File: src/logic/flash_prot_pkg.sv
// constants and register map of the flash protection and key controller
// Summary of operation
// - top 2 kB of array 0 always refused
// - erase whole pages only, program needs erased bits
// - boot select low at reset selects download
// - bit 31 of array 0 blocks debug reads
// - other array 0 bits write-protect 2 kB groups
// - write protection applies to every access source
// - all array 1 bits are write-protect groups
// - volatile protection immediate, keyless, lost on reset
// - persistent protection effective after save and reset
// - saved key must match for later changes
// - mass erase restores all-ones key
// - permanent key refuses any further key save
// - only mass erase removes permanent protection
// - save command, poll status, then reset
// - status done and fail clear on read
package flash_prot_pkg;
    // apb byte offsets
    localparam logic [7:0] OFS_MODE     = 8'h00;
    localparam logic [7:0] OFS_ADDR     = 8'h04;
    localparam logic [7:0] OFS_WORD     = 8'h08;
    localparam logic [7:0] OFS_CMD      = 8'h0c;
    localparam logic [7:0] OFS_STATUS   = 8'h10;
    localparam logic [7:0] OFS_VOL0     = 8'h14;
    localparam logic [7:0] OFS_PERS0    = 8'h18;
    localparam logic [7:0] OFS_VOL1     = 8'h1c;
    localparam logic [7:0] OFS_PERS1    = 8'h20;
    localparam logic [7:0] OFS_IRQ_STA  = 8'h24;
    localparam logic [7:0] OFS_IRQ_MASK = 8'h28;
    // mode register fields
    localparam int MODE_WR_EN  = 3;
    localparam int MODE_IRQ_EN = 4;
    localparam int MODE_GUARD  = 5;
    localparam int MODE_KEY_EN = 6;
    // status register fields
    localparam int STA_DONE = 0;
    localparam int STA_FAIL = 1;
    localparam int STA_BUSY = 2;
    localparam int STA_INT  = 3;
    // protection layout: 2 kB groups, 512 byte pages
    localparam int GRP_LSB  = 11;
    localparam int PAGE_LSB = 9;
    localparam logic [4:0] FW_GROUP = 5'h1f;
    localparam int READ_LOCK_BIT = 31;
    // commands
    localparam logic [7:0] CMD_PROGRAM    = 8'h02;
    localparam logic [7:0] CMD_PAGE_ERASE = 8'h05;
    localparam logic [7:0] CMD_MASS_ERASE = 8'h06;
    localparam logic [7:0] CMD_SAVE_KEY   = 8'h0c;
    // keys and reset values (protection bits are active low)
    localparam logic [31:0] KEY_ERASED = 32'hffffffff;
    localparam logic [31:0] KEY_PERM   = 32'hdeaddead;
    localparam logic [31:0] PROT_RST   = 32'hffffffff;
    localparam logic [31:0] ZERO32     = 32'h00000000;
    // access sources
    localparam logic [1:0] SRC_CORE     = 2'h0;
    localparam logic [1:0] SRC_SERIAL   = 2'h1;
    localparam logic [1:0] SRC_DEBUG    = 2'h2;
    localparam logic [1:0] SRC_PARALLEL = 2'h3;
    // array operation kinds
    localparam logic [1:0] OP_PROGRAM = 2'h1;
    localparam logic [1:0] OP_PAGE    = 2'h2;
    localparam logic [1:0] OP_MASS    = 2'h3;
    typedef enum logic [1:0] {
        ST_IDLE   = 2'b00,
        ST_CHECK  = 2'b01,
        ST_FINISH = 2'b11
    } cmd_state_t;
endpackage

File: src/logic/flash_protection_key_control.sv
// flash protection, key store and command checker with apb registers
//
// Our own choices: register access over APB and the register addresses.
module flash_protection_key_control (
    input  wire logic        pclk,
    input  wire logic        presetn,
    input  wire logic        por_n,
    input  wire logic        psel,
    input  wire logic        penable,
    input  wire logic        pwrite,
    input  wire logic [7:0]  paddr,
    input  wire logic [31:0] pwdata,
    output logic      [31:0] prdata,
    output logic             pready,
    output logic             pslverr,
    output logic             irq,
    input  wire logic        boot_select_pin,
    output logic             download_mode,
    input  wire logic        acc_req,
    input  wire logic        acc_write,
    input  wire logic [1:0]  acc_src,
    input  wire logic        acc_array,
    input  wire logic [15:0] acc_addr,
    output logic             acc_grant,
    output logic             acc_deny,
    input  wire logic [7:0]  flash_cur_byte,
    output logic             arr_op,
    output logic      [1:0]  arr_kind,
    output logic             arr_sel,
    output logic      [15:0] arr_addr,
    output logic      [7:0]  arr_data
);
    logic [7:0]  mode_r;
    logic [16:0] addr_r;
    logic [15:0] word_r;
    logic [31:0] vol0_r, vol1_r, pers0_r, pers1_r;
    logic [31:0] act0_r, act1_r;
    logic [31:0] nv_key_r, nv_pend0_r, nv_pend1_r;
    logic [2:0]  irq_sta_r, irq_mask_r;
    logic        sta_done_r, sta_fail_r, sta_int_r;
    logic        init_r, res_ok_r;
    logic [7:0]  cmd_r;
    flash_prot_pkg::cmd_state_t st_r;
    logic [31:0] rd_mux, eff0, eff1;
    logic        hit, xfer, wr, rd, rd_sta;
    logic        cmd_ok, do_save, do_wipe, acc_ok;
    logic        set_done, set_fail;
    logic [31:0] key_in;

    // effective protection: a zero in either register protects
    assign eff0 = vol0_r & act0_r;
    assign eff1 = vol1_r & act1_r;

    // write permission for one array address, firmware group never writable
    function automatic logic wr_ok(input logic arr, input logic [15:0] a);
        logic [4:0] g;
        g = a[15:flash_prot_pkg::GRP_LSB];
        if (arr) begin
            wr_ok = eff1[g];
        end else begin
            wr_ok = (g != flash_prot_pkg::FW_GROUP) && eff0[g];
        end
    endfunction

    // apb decode; one wait state so that read data comes from a flop
    assign xfer   = psel & penable & pready;
    assign wr     = xfer & pwrite & hit;
    assign rd     = xfer & ~pwrite & hit;
    assign rd_sta = rd & (paddr == flash_prot_pkg::OFS_STATUS);

    always_comb begin
        hit    = 1'b1;
        rd_mux = flash_prot_pkg::ZERO32;
        unique case (paddr)
            flash_prot_pkg::OFS_MODE:     rd_mux[7:0] = mode_r;
            flash_prot_pkg::OFS_ADDR:     rd_mux[16:0] = addr_r;
            flash_prot_pkg::OFS_WORD:     rd_mux[15:0] = word_r;
            flash_prot_pkg::OFS_CMD:      rd_mux[7:0] = cmd_r;
            flash_prot_pkg::OFS_STATUS:   rd_mux[3:0] = {sta_int_r,
                                              st_r != flash_prot_pkg::ST_IDLE,
                                              sta_fail_r, sta_done_r};
            flash_prot_pkg::OFS_VOL0:     rd_mux = vol0_r;
            flash_prot_pkg::OFS_PERS0:    rd_mux = pers0_r;
            flash_prot_pkg::OFS_VOL1:     rd_mux = vol1_r;
            flash_prot_pkg::OFS_PERS1:    rd_mux = pers1_r;
            flash_prot_pkg::OFS_IRQ_STA:  rd_mux[2:0] = irq_sta_r;
            flash_prot_pkg::OFS_IRQ_MASK: rd_mux[2:0] = irq_mask_r;
            default:                      hit = 1'b0;
        endcase
    end

    // apb answer, ready and data land together
    always_ff @(posedge pclk or negedge presetn) begin
        if (!presetn) begin
            pready  <= 1'b0;
            pslverr <= 1'b0;
            prdata  <= flash_prot_pkg::ZERO32;
        end else begin
            pready  <= psel & penable & ~pready;
            pslverr <= psel & penable & ~pready & ~hit;
            prdata  <= rd_mux;
        end
    end

    // software written configuration
    always_ff @(posedge pclk or negedge presetn) begin
        if (!presetn) begin
            mode_r     <= 8'h00;
            addr_r     <= 17'h00000;
            word_r     <= 16'h0000;
            vol0_r     <= flash_prot_pkg::PROT_RST;
            vol1_r     <= flash_prot_pkg::PROT_RST;
            pers0_r    <= flash_prot_pkg::PROT_RST;
            pers1_r    <= flash_prot_pkg::PROT_RST;
            irq_mask_r <= 3'h0;
        end else if (wr) begin
            unique case (paddr)
                flash_prot_pkg::OFS_MODE:     mode_r <= pwdata[7:0];
                flash_prot_pkg::OFS_ADDR:     addr_r <= pwdata[16:0];
                flash_prot_pkg::OFS_WORD:     word_r <= pwdata[15:0];
                flash_prot_pkg::OFS_VOL0:     vol0_r <= pwdata;
                flash_prot_pkg::OFS_VOL1:     vol1_r <= pwdata;
                flash_prot_pkg::OFS_PERS0:    pers0_r <= pwdata;
                flash_prot_pkg::OFS_PERS1:    pers1_r <= pwdata;
                flash_prot_pkg::OFS_IRQ_MASK: irq_mask_r <= pwdata[2:0];
                default: ;
            endcase
        end
    end

    // key check; erased key accepts any first key
    assign key_in  = {addr_r[15:0], word_r};
    assign do_save = (st_r == flash_prot_pkg::ST_CHECK)
                     && (cmd_r == flash_prot_pkg::CMD_SAVE_KEY)
                     && mode_r[flash_prot_pkg::MODE_WR_EN]
                     && mode_r[flash_prot_pkg::MODE_KEY_EN]
                     && !mode_r[flash_prot_pkg::MODE_GUARD]
                     && (nv_key_r != flash_prot_pkg::KEY_PERM)
                     && ((nv_key_r == flash_prot_pkg::KEY_ERASED)
                         || (nv_key_r == key_in));
    // mass erase works even under the permanent key
    assign do_wipe = (st_r == flash_prot_pkg::ST_CHECK)
                     && (cmd_r == flash_prot_pkg::CMD_MASS_ERASE)
                     && mode_r[flash_prot_pkg::MODE_WR_EN];

    // command result, judged in the check state
    always_comb begin
        cmd_ok = 1'b0;
        unique case (cmd_r)
            // program may only clear bits already erased
            flash_prot_pkg::CMD_PROGRAM:
                cmd_ok = mode_r[flash_prot_pkg::MODE_WR_EN]
                         && wr_ok(addr_r[16], addr_r[15:0])
                         && ((~flash_cur_byte & word_r[7:0]) == 8'h00);
            flash_prot_pkg::CMD_PAGE_ERASE:
                cmd_ok = mode_r[flash_prot_pkg::MODE_WR_EN]
                         && wr_ok(addr_r[16], addr_r[15:0]);
            flash_prot_pkg::CMD_MASS_ERASE: cmd_ok = do_wipe;
            flash_prot_pkg::CMD_SAVE_KEY:   cmd_ok = do_save;
            default:                        cmd_ok = 1'b0;
        endcase
    end

    // command sequencer; a command written while busy is dropped
    always_ff @(posedge pclk or negedge presetn) begin
        if (!presetn) begin
            st_r     <= flash_prot_pkg::ST_IDLE;
            cmd_r    <= 8'h00;
            res_ok_r <= 1'b0;
            arr_op   <= 1'b0;
            arr_kind <= 2'h0;
            arr_sel  <= 1'b0;
            arr_addr <= 16'h0000;
            arr_data <= 8'h00;
        end else begin
            arr_op <= 1'b0;
            unique case (st_r)
                flash_prot_pkg::ST_IDLE: begin
                    if (wr && paddr == flash_prot_pkg::OFS_CMD
                        && pwdata[7:0] != 8'h00) begin
                        cmd_r    <= pwdata[7:0];
                        arr_sel  <= addr_r[16];
                        arr_addr <= addr_r[15:0];
                        arr_data <= word_r[7:0];
                        st_r     <= flash_prot_pkg::ST_CHECK;
                    end
                end
                flash_prot_pkg::ST_CHECK: begin
                    res_ok_r <= cmd_ok;
                    st_r     <= flash_prot_pkg::ST_FINISH;
                    if (cmd_ok && cmd_r == flash_prot_pkg::CMD_PROGRAM) begin
                        arr_op   <= 1'b1;
                        arr_kind <= flash_prot_pkg::OP_PROGRAM;
                    end
                    // erase is rounded to the page
                    if (cmd_ok && cmd_r == flash_prot_pkg::CMD_PAGE_ERASE) begin
                        arr_op   <= 1'b1;
                        arr_kind <= flash_prot_pkg::OP_PAGE;
                        arr_addr <= {addr_r[15:flash_prot_pkg::PAGE_LSB],
                                     9'h000};
                    end
                    if (cmd_ok && cmd_r == flash_prot_pkg::CMD_MASS_ERASE) begin
                        arr_op   <= 1'b1;
                        arr_kind <= flash_prot_pkg::OP_MASS;
                        arr_addr <= 16'h0000;
                    end
                end
                flash_prot_pkg::ST_FINISH: st_r <= flash_prot_pkg::ST_IDLE;
                default: st_r <= flash_prot_pkg::ST_IDLE;
            endcase
        end
    end

    // completion reported in status for polling
    assign set_done = (st_r == flash_prot_pkg::ST_FINISH) & res_ok_r;
    assign set_fail = (st_r == flash_prot_pkg::ST_FINISH) & ~res_ok_r;

    // read clears done and fail; a same-cycle set wins
    always_ff @(posedge pclk or negedge presetn) begin
        if (!presetn) begin
            sta_done_r <= 1'b0;
            sta_fail_r <= 1'b0;
            sta_int_r  <= 1'b0;
        end else begin
            sta_done_r <= set_done | (sta_done_r & ~rd_sta);
            sta_fail_r <= set_fail | (sta_fail_r & ~rd_sta);
            sta_int_r  <= (set_done & mode_r[flash_prot_pkg::MODE_IRQ_EN])
                          | (sta_int_r & ~rd_sta);
        end
    end

    // sticky interrupt causes, write one to clear, set wins
    always_ff @(posedge pclk or negedge presetn) begin
        if (!presetn) begin
            irq_sta_r <= 3'h0;
            irq       <= 1'b0;
        end else begin
            irq_sta_r <= {acc_deny, set_fail, set_done}
                         | (irq_sta_r & ~((wr && paddr ==
                            flash_prot_pkg::OFS_IRQ_STA) ? pwdata[2:0]
                                                         : 3'h0));
            irq       <= |(irq_sta_r & irq_mask_r);
        end
    end

    // non-volatile key and pending store, kept across system reset
    always_ff @(posedge pclk or negedge por_n) begin
        if (!por_n) begin
            nv_key_r   <= flash_prot_pkg::KEY_ERASED;
            nv_pend0_r <= flash_prot_pkg::PROT_RST;
            nv_pend1_r <= flash_prot_pkg::PROT_RST;
        end else if (do_wipe) begin
            nv_key_r   <= flash_prot_pkg::KEY_ERASED;
            nv_pend0_r <= flash_prot_pkg::PROT_RST;
            nv_pend1_r <= flash_prot_pkg::PROT_RST;
        end else if (do_save) begin
            // key stored along with the pattern
            nv_key_r   <= key_in;
            nv_pend0_r <= pers0_r;
            nv_pend1_r <= pers1_r;
        end
    end

    // active persistent protection and boot strap caught after release
    always_ff @(posedge pclk or negedge presetn) begin
        if (!presetn) begin
            init_r        <= 1'b0;
            act0_r        <= flash_prot_pkg::PROT_RST;
            act1_r        <= flash_prot_pkg::PROT_RST;
            download_mode <= 1'b0;
        end else if (!init_r) begin
            init_r        <= 1'b1;
            act0_r        <= nv_pend0_r;
            act1_r        <= nv_pend1_r;
            download_mode <= ~boot_select_pin;
        end
    end

    // access judgement for core, serial, debug and parallel routes
    always_comb begin
        if (!acc_array && acc_addr[15:flash_prot_pkg::GRP_LSB]
                == flash_prot_pkg::FW_GROUP) begin
            // firmware area hidden from all users
            acc_ok = 1'b0;
        end else if (acc_write) begin
            // same write check for every source
            acc_ok = wr_ok(acc_array, acc_addr);
        end else begin
            // read lock for debug and parallel
            acc_ok = eff0[flash_prot_pkg::READ_LOCK_BIT]
                     || (acc_src != flash_prot_pkg::SRC_DEBUG
                         && acc_src != flash_prot_pkg::SRC_PARALLEL);
        end
    end

    // one-cycle answer to each access request; requests before init denied
    always_ff @(posedge pclk or negedge presetn) begin
        if (!presetn) begin
            acc_grant <= 1'b0;
            acc_deny  <= 1'b0;
        end else begin
            acc_grant <= acc_req & init_r & acc_ok;
            acc_deny  <= acc_req & ~(init_r & acc_ok);
        end
    end

    chk_fw_denied: assert property (
        @(posedge pclk) disable iff (!presetn)
        acc_req && !acc_array && acc_addr[15:11] == 5'h1f
        |=> acc_deny && !acc_grant)
        else $error("firmware area access not denied");

    chk_page_erase_aligned: assert property (
        @(posedge pclk) disable iff (!presetn)
        arr_op && arr_kind == flash_prot_pkg::OP_PAGE
        |-> arr_addr[8:0] == 9'h000)
        else $error("erase not page aligned");

    chk_boot_strap: assert property (
        @(posedge pclk) disable iff (!presetn)
        $rose(init_r) |-> download_mode == !$past(boot_select_pin))
        else $error("download mode does not follow strap");

    chk_debug_read_lock: assert property (
        @(posedge pclk) disable iff (!presetn)
        acc_req && !acc_write && acc_src == flash_prot_pkg::SRC_DEBUG
        && !eff0[31] |=> acc_deny)
        else $error("locked debug read granted");

    chk_grp0_write_block: assert property (
        @(posedge pclk) disable iff (!presetn)
        acc_req && acc_write && !acc_array && !eff0[acc_addr[15:11]]
        |=> acc_deny && !acc_grant)
        else $error("protected array 0 group write granted");

    chk_group_write_block: assert property (
        @(posedge pclk) disable iff (!presetn)
        acc_req && acc_write && acc_array && !eff1[acc_addr[15:11]]
        |=> acc_deny ##0 !acc_grant)
        else $error("protected group write granted");

    chk_volatile_now: assert property (
        @(posedge pclk) disable iff (!presetn)
        wr && paddr == flash_prot_pkg::OFS_VOL0
        |=> eff0 == ($past(pwdata) & act0_r))
        else $error("volatile protection not immediate");

    chk_save_pending: assert property (
        @(posedge pclk) disable iff (!presetn)
        do_save |=> act0_r == $past(act0_r)
        ##1 act0_r == $past(act0_r, 2))
        else $error("saved protection active before reset");

    chk_pending_load: assert property (
        @(posedge pclk) disable iff (!presetn)
        $rose(init_r) |-> act0_r == $past(nv_pend0_r)
        && act1_r == $past(nv_pend1_r))
        else $error("pending protection not loaded at reset");

    chk_perm_refuse: assert property (
        @(posedge pclk) disable iff (!presetn)
        st_r == flash_prot_pkg::ST_CHECK
        && cmd_r == flash_prot_pkg::CMD_SAVE_KEY
        && nv_key_r == flash_prot_pkg::KEY_PERM
        |=> !res_ok_r ##1 sta_fail_r)
        else $error("permanent key save not refused");

    chk_wipe_key: assert property (
        @(posedge pclk) disable iff (!presetn)
        do_wipe |=> nv_key_r == flash_prot_pkg::KEY_ERASED
        && nv_pend0_r == flash_prot_pkg::PROT_RST)
        else $error("mass erase did not restore key");

    chk_status_read_clear: assert property (
        @(posedge pclk) disable iff (!presetn)
        rd_sta && st_r != flash_prot_pkg::ST_FINISH
        |=> !sta_done_r && !sta_fail_r)
        else $error("status not cleared by read");
endmodule

File: config.mk
export PLATFORM = sky130hd
export DESIGN_NAME = flash_protection_key_control
export DESIGN_NICKNAME = d
export VERILOG_FILES = /design/src/logic/flash_prot_pkg.sv /design/src/logic/flash_protection_key_control.sv
export SDC_FILE = /design/constraint.sdc
export NUM_CORES = 1
export LEC_CHECK = 0
export BUFFER_PORTS_ARGS = -buffer_cell sky130_fd_sc_hd__buf_2
export CORE_MARGIN = 4
export CORE_UTILIZATION = 40
export CTS_CLUSTER_SIZE = 12
export DETAILED_ROUTE_END_ITERATION = 10
export HOLD_SLACK_MARGIN = 0.1
export PLACE_DENSITY = 0.57
export SKIP_CTS_REPAIR_TIMING = 1
export SKIP_LAST_GASP = 1
export SLEW_MARGIN = 20
export SYNTH_ARGS = -nofsm -noshare
export SYNTH_HDL_FRONTEND = slang
export SYNTH_SLANG_ARGS = --single-unit
File: constraint.sdc
create_clock -name pclk -period 2.31 [get_ports pclk]
set_input_delay 0.693 -clock pclk [delete_from_list [all_inputs] [get_ports pclk]]
set_output_delay 0.693 -clock pclk [all_outputs]
set_load 0.05 [all_outputs]
* Word-level counts from Yosys, hierarchy flattened *
Cells that the tools add are included.

word-level totals
  register bits = 416
  bits of input ports = 76
  output and inout port bits = 66
  logic and storage cells = 186

cells by class
  magnitude comparators = 2
  equality and inequality tests = 26
  mux-type cells = 42
  bitwise logic cells = 37
  reductions and logical operators = 46

operators by type and width
  operator                                                               number
  32-bit 2-to-1 mux                                                      6
  32-bit AND                                                             2
  15-bit one-hot mux with 4 select lines                                 1
  16-bit 2-to-1 mux                                                      3
  8-bit one-hot mux with 6 select lines                                  1
  3-bit one-hot mux with 11 select lines                                 1
  32-bit equality test                                                   1
  32-bit equality test, second input constant                            1
  8-bit by 5-bit equality test with 1-bit output, second input constant  4
  32-bit inequality test, second input constant                          1
  16-bit one-hot mux with 2 select lines                                 1
  4-bit one-hot mux with 8 select lines                                  1
  8-bit by 3-bit equality test with 1-bit output, second input constant  3
  8-bit by 4-bit equality test with 1-bit output, second input constant  3
  8-bit by 6-bit equality test with 1-bit output, second input constant  3
  1-bit logical AND                                                      21
  1-bit binary-select mux with 5-bit select                              4
  2-bit AND reduction                                                    10
  1-bit AND                                                              19
  8-bit zero test                                                        2
  1-bit 2-to-1 mux                                                       15
  5-bit by 6-bit < comparator with 1-bit output, second input constant   2
  11-bit OR reduction                                                    1
  5-bit inequality test, second input constant                           2
  27 further kinds                                                       45

* Depth between registers and ports, before layout *
  word-level depth = 14
  mapped depth = 13
  mapped depth without buffers = 8

* Least setup slack after synthesis *
No wires, ideal clock.

  kind = input port to flip-flop
  start = input port acc_addr[13]
  end = register acc_grant
  library setup time = 0.119 ns
  arrival = 2.427 ns
  required time = 2.191 ns
  setup slack = -0.236 ns
  cell stages on the path = 6
  path through = clkbuf_1 mux4_2 mux4_2 mux2i_1 a21oi_1 and2_1

between the ends
  cells in the longest elaborated chain, start to end = 7
  elaborated cells on any way between the ends = 12

RTL lines
  what                                       line                                 source
  start, declared                            flash_protection_key_control.sv:23   input wire logic [15:0] acc_addr,
  1-bit binary-select mux with 5-bit select  flash_protection_key_control.sv:61   wr_ok = (g != flash_prot_pkg::FW_GROUP) && eff0[g];
  1-bit 2-to-1 mux (not written as such)     flash_protection_key_control.sv:61
  1-bit logical AND                          flash_protection_key_control.sv:61
  1-bit 2-to-1 mux                           flash_protection_key_control.sv:58   if (arr) begin
  1-bit 2-to-1 mux                           flash_protection_key_control.sv:285  end else if (acc_write) begin
  1-bit 2-to-1 mux (*)                       flash_protection_key_control.sv:281  if (!acc_array && acc_addr[15:flash_prot_pkg::GRP_LSB]
  1-bit AND (*)                              flash_protection_key_control.sv:302  acc_grant <= acc_req & init_r & acc_ok;
  end signal, assigned                       flash_protection_key_control.sv:302
  end, declared                              flash_protection_key_control.sv:24   output logic acc_grant,

Mark *: on every way between the ends. The rest lies on a longest branch, timed or not. The select of a mux whose other input is x is not followed.
A chain may end at the register's enable or synchronous reset.

* Worst setup path after layout *
  start = register addr_r[11]
  end = register arr_kind[0]

between the ends
  cells in the longest elaborated chain, start to end = 11
  elaborated cells on any way between the ends = 23

RTL lines
  what                                                                             line                                                                                                           source
  start, declared                                                                  flash_protection_key_control.sv:34                                                                             logic [16:0] addr_r;
  start signal, assigned                                                           flash_protection_key_control.sv:119                                                                            flash_prot_pkg::OFS_ADDR: addr_r <= pwdata[16:0];
  1-bit binary-select mux with 5-bit select                                        flash_protection_key_control.sv:61
  1-bit 2-to-1 mux (not written as such)                                           flash_protection_key_control.sv:61
  1-bit logical AND                                                                flash_protection_key_control.sv:61
  1-bit 2-to-1 mux                                                                 flash_protection_key_control.sv:58
  1-bit 2-to-1 mux                                                                 flash_protection_key_control.sv:149                                                                            unique case (cmd_r)
  1-bit logical AND                                                                flash_protection_key_control.sv:153                                                                            && wr_ok(addr_r[16], addr_r[15:0])
  1-bit logical AND                                                                flash_protection_key_control.sv:154                                                                            && ((~flash_cur_byte & word_r[7:0]) == 8'h00);
  1-bit one-hot mux with 4 select lines (*)                                        flash_protection_key_control.sv:149
  1-bit logical AND, on equally long branches                                      flash_protection_key_control.sv:191, flash_protection_key_control.sv:196, flash_protection_key_control.sv:202
  3-bit nonzero test (no source line) / 2-bit 2-to-1 mux (equally long branches)   n/a
  2-bit AND reduction (no source line) / 2-bit 2-to-1 mux (equally long branches)  n/a
  end signal, assigned                                                             flash_protection_key_control.sv:193                                                                            arr_kind <= flash_prot_pkg::OP_PROGRAM;
  end signal, assigned                                                             flash_protection_key_control.sv:198                                                                            arr_kind <= flash_prot_pkg::OP_PAGE;
  end signal, assigned                                                             flash_protection_key_control.sv:204                                                                            arr_kind <= flash_prot_pkg::OP_MASS;
  end, declared                                                                    flash_protection_key_control.sv:28                                                                             output logic [1:0] arr_kind,

Marks and branches as above.

==> tab_implementation.tex <==
\begin{tabular}{lr}
\hline
Metric & Value \\
\hline
\multicolumn{2}{l}{\textbf{GRT}} \\
Global-route wire length before repair & between 90000 and 100000 um \\
Overflow left after global routing & 0 \\
Largest net degree at the start of global routing & 97 \\
Initial antenna violation count & 1 \\
Vias in the first global route & about 15000 \\
Total routing resource utilization after global routing & 23.3\% \\
\multicolumn{2}{l}{\textbf{Route}} \\
Total length of routed wires & around 60000 um \\
Average wire length per cell after detail routing & roughly 24 um \\
Final routed DRC violation total & 0 \\
Number of vias per cell & 5.52 \\
Post-DRT Antenna Nets & 0 \\
DR pass1 iterations & 5 \\
Starting DRC count in detailed routing & roughly 1100 \\
Number of vias after detailed routing & $\sim$14000 \\
\multicolumn{2}{l}{\textbf{Floorplanning}} \\
Std-Cell Rows & between 70 and 80 \\
Initial cell density of the core & about two fifths \\
Die height & $\sim$230 um \\
Placeable Area & $\sim$47000 um\^{}2 \\
Die ar. & roughly 51000 um\^{}2 \\
\# IOs & approximately 140 \\
Die width & approximately 230 um \\
\multicolumn{2}{l}{\textbf{Timing}} \\
Final worst path period share & 117\% \\
Aggregate negative setup slack & -29.43 ns \\
Number of slew-limit violations in the final report & 0 \\
Maximum clock frequency & roughly 370 MHz \\
Worst max-slew margin expressed relative to the limit & 61.6\% \\
Final worst slack & -0.391 ns \\
Final worst path period need & roughly 2.7 ns \\
Setup-violating endpoint count in the final report & between 100 and 150 \\
Least-Margin Pin Slew & $\sim$0.58 ns \\
Final hold vios & 0 \\
Minimum hold slack & 0.124 ns \\
Setup repair after global routing missed its margin & yes \\
Maximum clock skew at final layout & between 0.01 and 0.015 ns \\
\multicolumn{2}{l}{\textbf{Placed design}} \\
Global placement routability congestion & $\sim$0.89 \\
Total instance count after detailed placement & 2419 \\
Number of port buffers & around 130 \\
Half-perimeter wire length of the detailed placement result & a little over 40000 um \\
\multicolumn{2}{l}{\textbf{Outcome}} \\
Run status & finished with violations \\
Violations in the final reports & setup timing \\
\multicolumn{2}{l}{\textbf{Cells and area}} \\
Proportion of layout cells with a drive suffix above 1 & between 50\% and 60\% \\
Nets & slightly below 2000 \\
Synth-to-layout area growth & 32.5\% \\
Filler-free cell count of the finished design & roughly 2500 \\
Ant diodes & 0 \\
Commonest cells after routing, fill and taps aside & sky130\_fd\_sc\_hd\_\_dfstp\_2, sky130\_fd\_sc\_hd\_\_buf\_4, sky130\_fd\_sc\_hd\_\_mux2\_2 \\
Most common cell after layout, fill and taps aside & sky130\_fd\_sc\_hd\_\_dfstp\_2 \\
Final design utilization & 53.6\% \\
Fill cell count & slightly below 4000 \\
\multicolumn{2}{l}{\textbf{Power and ir drop}} \\
Reported leakage power & approximately 12 nW \\
Worst voltage drop across the vdd grid & roughly 0.5 mV \\
Power density normalized to cell area & 611 nW/um\^{}2 \\
\multicolumn{2}{l}{\textbf{Clock tree}} \\
Clock edge transition at the registers on the reported setup and hold paths & about 0.07 ns \\
Clock tree from TritonCTS & yes \\
CTS root buf & sky130\_fd\_sc\_hd\_\_clkbuf\_16 \\
TritonCTS buffer count & 45 \\
Clock insertion delay at the later pin of the skew report & between 0.5 and 0.6 ns \\
Maximum clock insertion buffer count & 3 \\
Maximum level of the CTS H-tree & 2 \\
Count of clock tree sinks & about 420 \\
\multicolumn{2}{l}{\textbf{Logic synthesis}} \\
Syn Std Cell Area & 18800 um\^{}2 \\
Average instance area after synthesis & 12.8 um\^{}2 \\
Flip-flop and latch count after synthesis & 416 \\
Post-synthesis compound-gate area fraction & under 10\% \\
Cell count after synthesis & approximately 1500 \\
Syn. warnings & 0 \\
Share of synthesized flip-flops with an asynchronous set or reset & 100\% \\
Yosys top cell by area & sky130\_fd\_sc\_hd\_\_dfstp\_2 \\
Dominant combinational cell family by area after synthesis & multiplexers \\
Count of unique library cells instantiated by Yosys & between 60 and 70 \\
Dominant register cell in the synthesized netlist & sky130\_fd\_sc\_hd\_\_dfstp\_2 \\
Syn\_nets & 1553 \\
Sequential fraction of the synthesis area & 57.1\% \\
Simple-gate share of the synthesized area & under 10\% \\
Number of synthesized flops with an enable pin & 0 \\
Share of synthesized cell area in full adder, half adder and majority cells & 0\% \\
Proportion of synthesized area in mux cells & a little over a fifth \\
Share of the synthesized netlist area taken by xor and xnor gates & under 10\% \\
Portion of synthesized cell area occupied by the leading cell type & around 40\% \\
Top area cells in the synthesized netlist & sky130\_fd\_sc\_hd\_\_dfstp\_2, sky130\_fd\_sc\_hd\_\_dfrtp\_1, sky130\_fd\_sc\_hd\_\_mux2\_2, sky130\_fd\_sc\_hd\_\_mux2i\_1, sky130\_fd\_sc\_hd\_\_nand2\_1 \\
\multicolumn{2}{l}{\textbf{Worst setup path}} \\
Number of cell instances on the worst register-to-register path & 11 \\
Required time at the endpoint of the critical path & between 2 and 3 ns \\
Arrival time of data at the critical path endpoint & between 3 and 4 ns \\
Type of the worst setup path & reg -> reg \\
Endpoint class of the critical path & register \\
Kind of start point of the critical path & register \\
CP Max Fanout & 6 \\
\multicolumn{2}{l}{\textbf{Flow run}} \\
Max-cap violations & 0 \\
\multicolumn{2}{l}{\textbf{Min path}} \\
Class of the worst hold path & in -> async \\
\hline
\end{tabular}
## state kept, by name, indices dropped and copies added, names as in the netlist, 8 cells and up
name and flops:
vol1_r 32, nv_pend1_r 32, cmd_r 8, vol0_r 32
arr_data 8, act1_r 32, arr_addr 16, act0_r 32
mode_r 8, pers1_r 32, nv_key_r 32, word_r 16
nv_pend0_r 32, pers0_r 32, addr_r 17, prdata 32
## where the power goes
group | internal (mW) | switching [mW]
Clock | 4.49 | 2.93
Sequential | 7.33 | 0.0152
Combinational | 0.164 | 0.340
Total | 12.0 | 3.28
## metrics by stage
step           power (mW)  setup slack, ns  cell area [um^2]
6_report             15.3           -0.391             25000
5_1_grt              15.8           -0.466             25000
2_1_floorplan        7.57          -0.0854             18900
3_5_place_dp         7.97           -0.694             22500
4_1_cts              15.4           -0.715             24000
3_3_place_gp         7.97           -0.660             22500
## final cells by class
type                       count  area, um^2  share of cell area [%]
sequential                   416       10800                    43.1
tap                          607         759                    3.04
clock buffer                  73        1370                    5.50
multi-input combinational    953        7940                    31.8
timing repair buffer         462        3910                    15.6
clock inverter                 8         140                   0.561
inverter                      18        80.1                   0.321
## cells in the mapped netlist (all sizes together) (2+ instances only)
master,number
a211o,2
a21o,4
a21oi,11
a221oi,7
a222oi,6
a22o,8
a22oi,72
a31oi,2
a32o,7
a41oi,2
and2,2
and3,4
and4,2
buf,45
clkbuf,45
dfrtp,128
dfstp,288
inv,18
mux2,247
mux2i,96
mux4,16
nand2,192
nand2b,7
nand3,59
nand3b,7
nand4,22
nor2,27
nor2b,4
nor3,9
nor4,7
o2111ai,9
o211ai,22
o21ai,41
o22ai,4
o31ai,6
o41ai,2
or2,3
or3,2
or4,2
xnor2,32
## logic make-up after synthesis
family / Yosys count
AO/OA/AOI/OAI: 209
flip-flops: 416
XOR/XNOR: 32
other: 1
AND/OR/NAND/NOR: 352
buffers and inverters: 108
multiplexers: 359
## critical path, cell delays in order, from the launching register on
cell and delay, ns:
sky130_fd_sc_hd__dfrtp_2 0.44, sky130_fd_sc_hd__buf_12 0.15, sky130_fd_sc_hd__buf_12 0.14, sky130_fd_sc_hd__buf_6 0.11, sky130_fd_sc_hd__nand3b_1 0.20, sky130_fd_sc_hd__o2111ai_4 0.15
sky130_fd_sc_hd__o31ai_4 0.12, sky130_fd_sc_hd__o41ai_2 0.31, sky130_fd_sc_hd__or3_4 0.23, sky130_fd_sc_hd__a31oi_4 0.13, sky130_fd_sc_hd__a211oi_4 0.29, sky130_fd_sc_hd__mux2_4 0.32
## path summary, 6_finish.rpt
| kind | from | to | slack (ns) |
|---|---|---|---|
| setup reg to reg | addr_r[11] | arr_kind[0] | -0.39 |
| min in group pclk | boot_select_pin | download_mode | 0.31 |
| max in group asynchronous | presetn | act1_r[19] | 0.92 |
| hold reg to reg | pready | pready | 0.47 |
| hold / removal | por_n | nv_pend1_r[26] | 0.12 |
| setup / recovery | addr_r[11] | arr_kind[0] | -0.39 |
## metal layers
layer	up-vias	share of wire, %	routed length (um)	global-route usage [%]
met2	376	48	29500	37.6
met4	2	2.9	1800	7.17
met5	-	0.021	13	0
met3	106	5.0	3100	3.78
li1	6224	-	-	-
met1	7294	44	27400	32.7
Power figures use the tool's default switching activity.
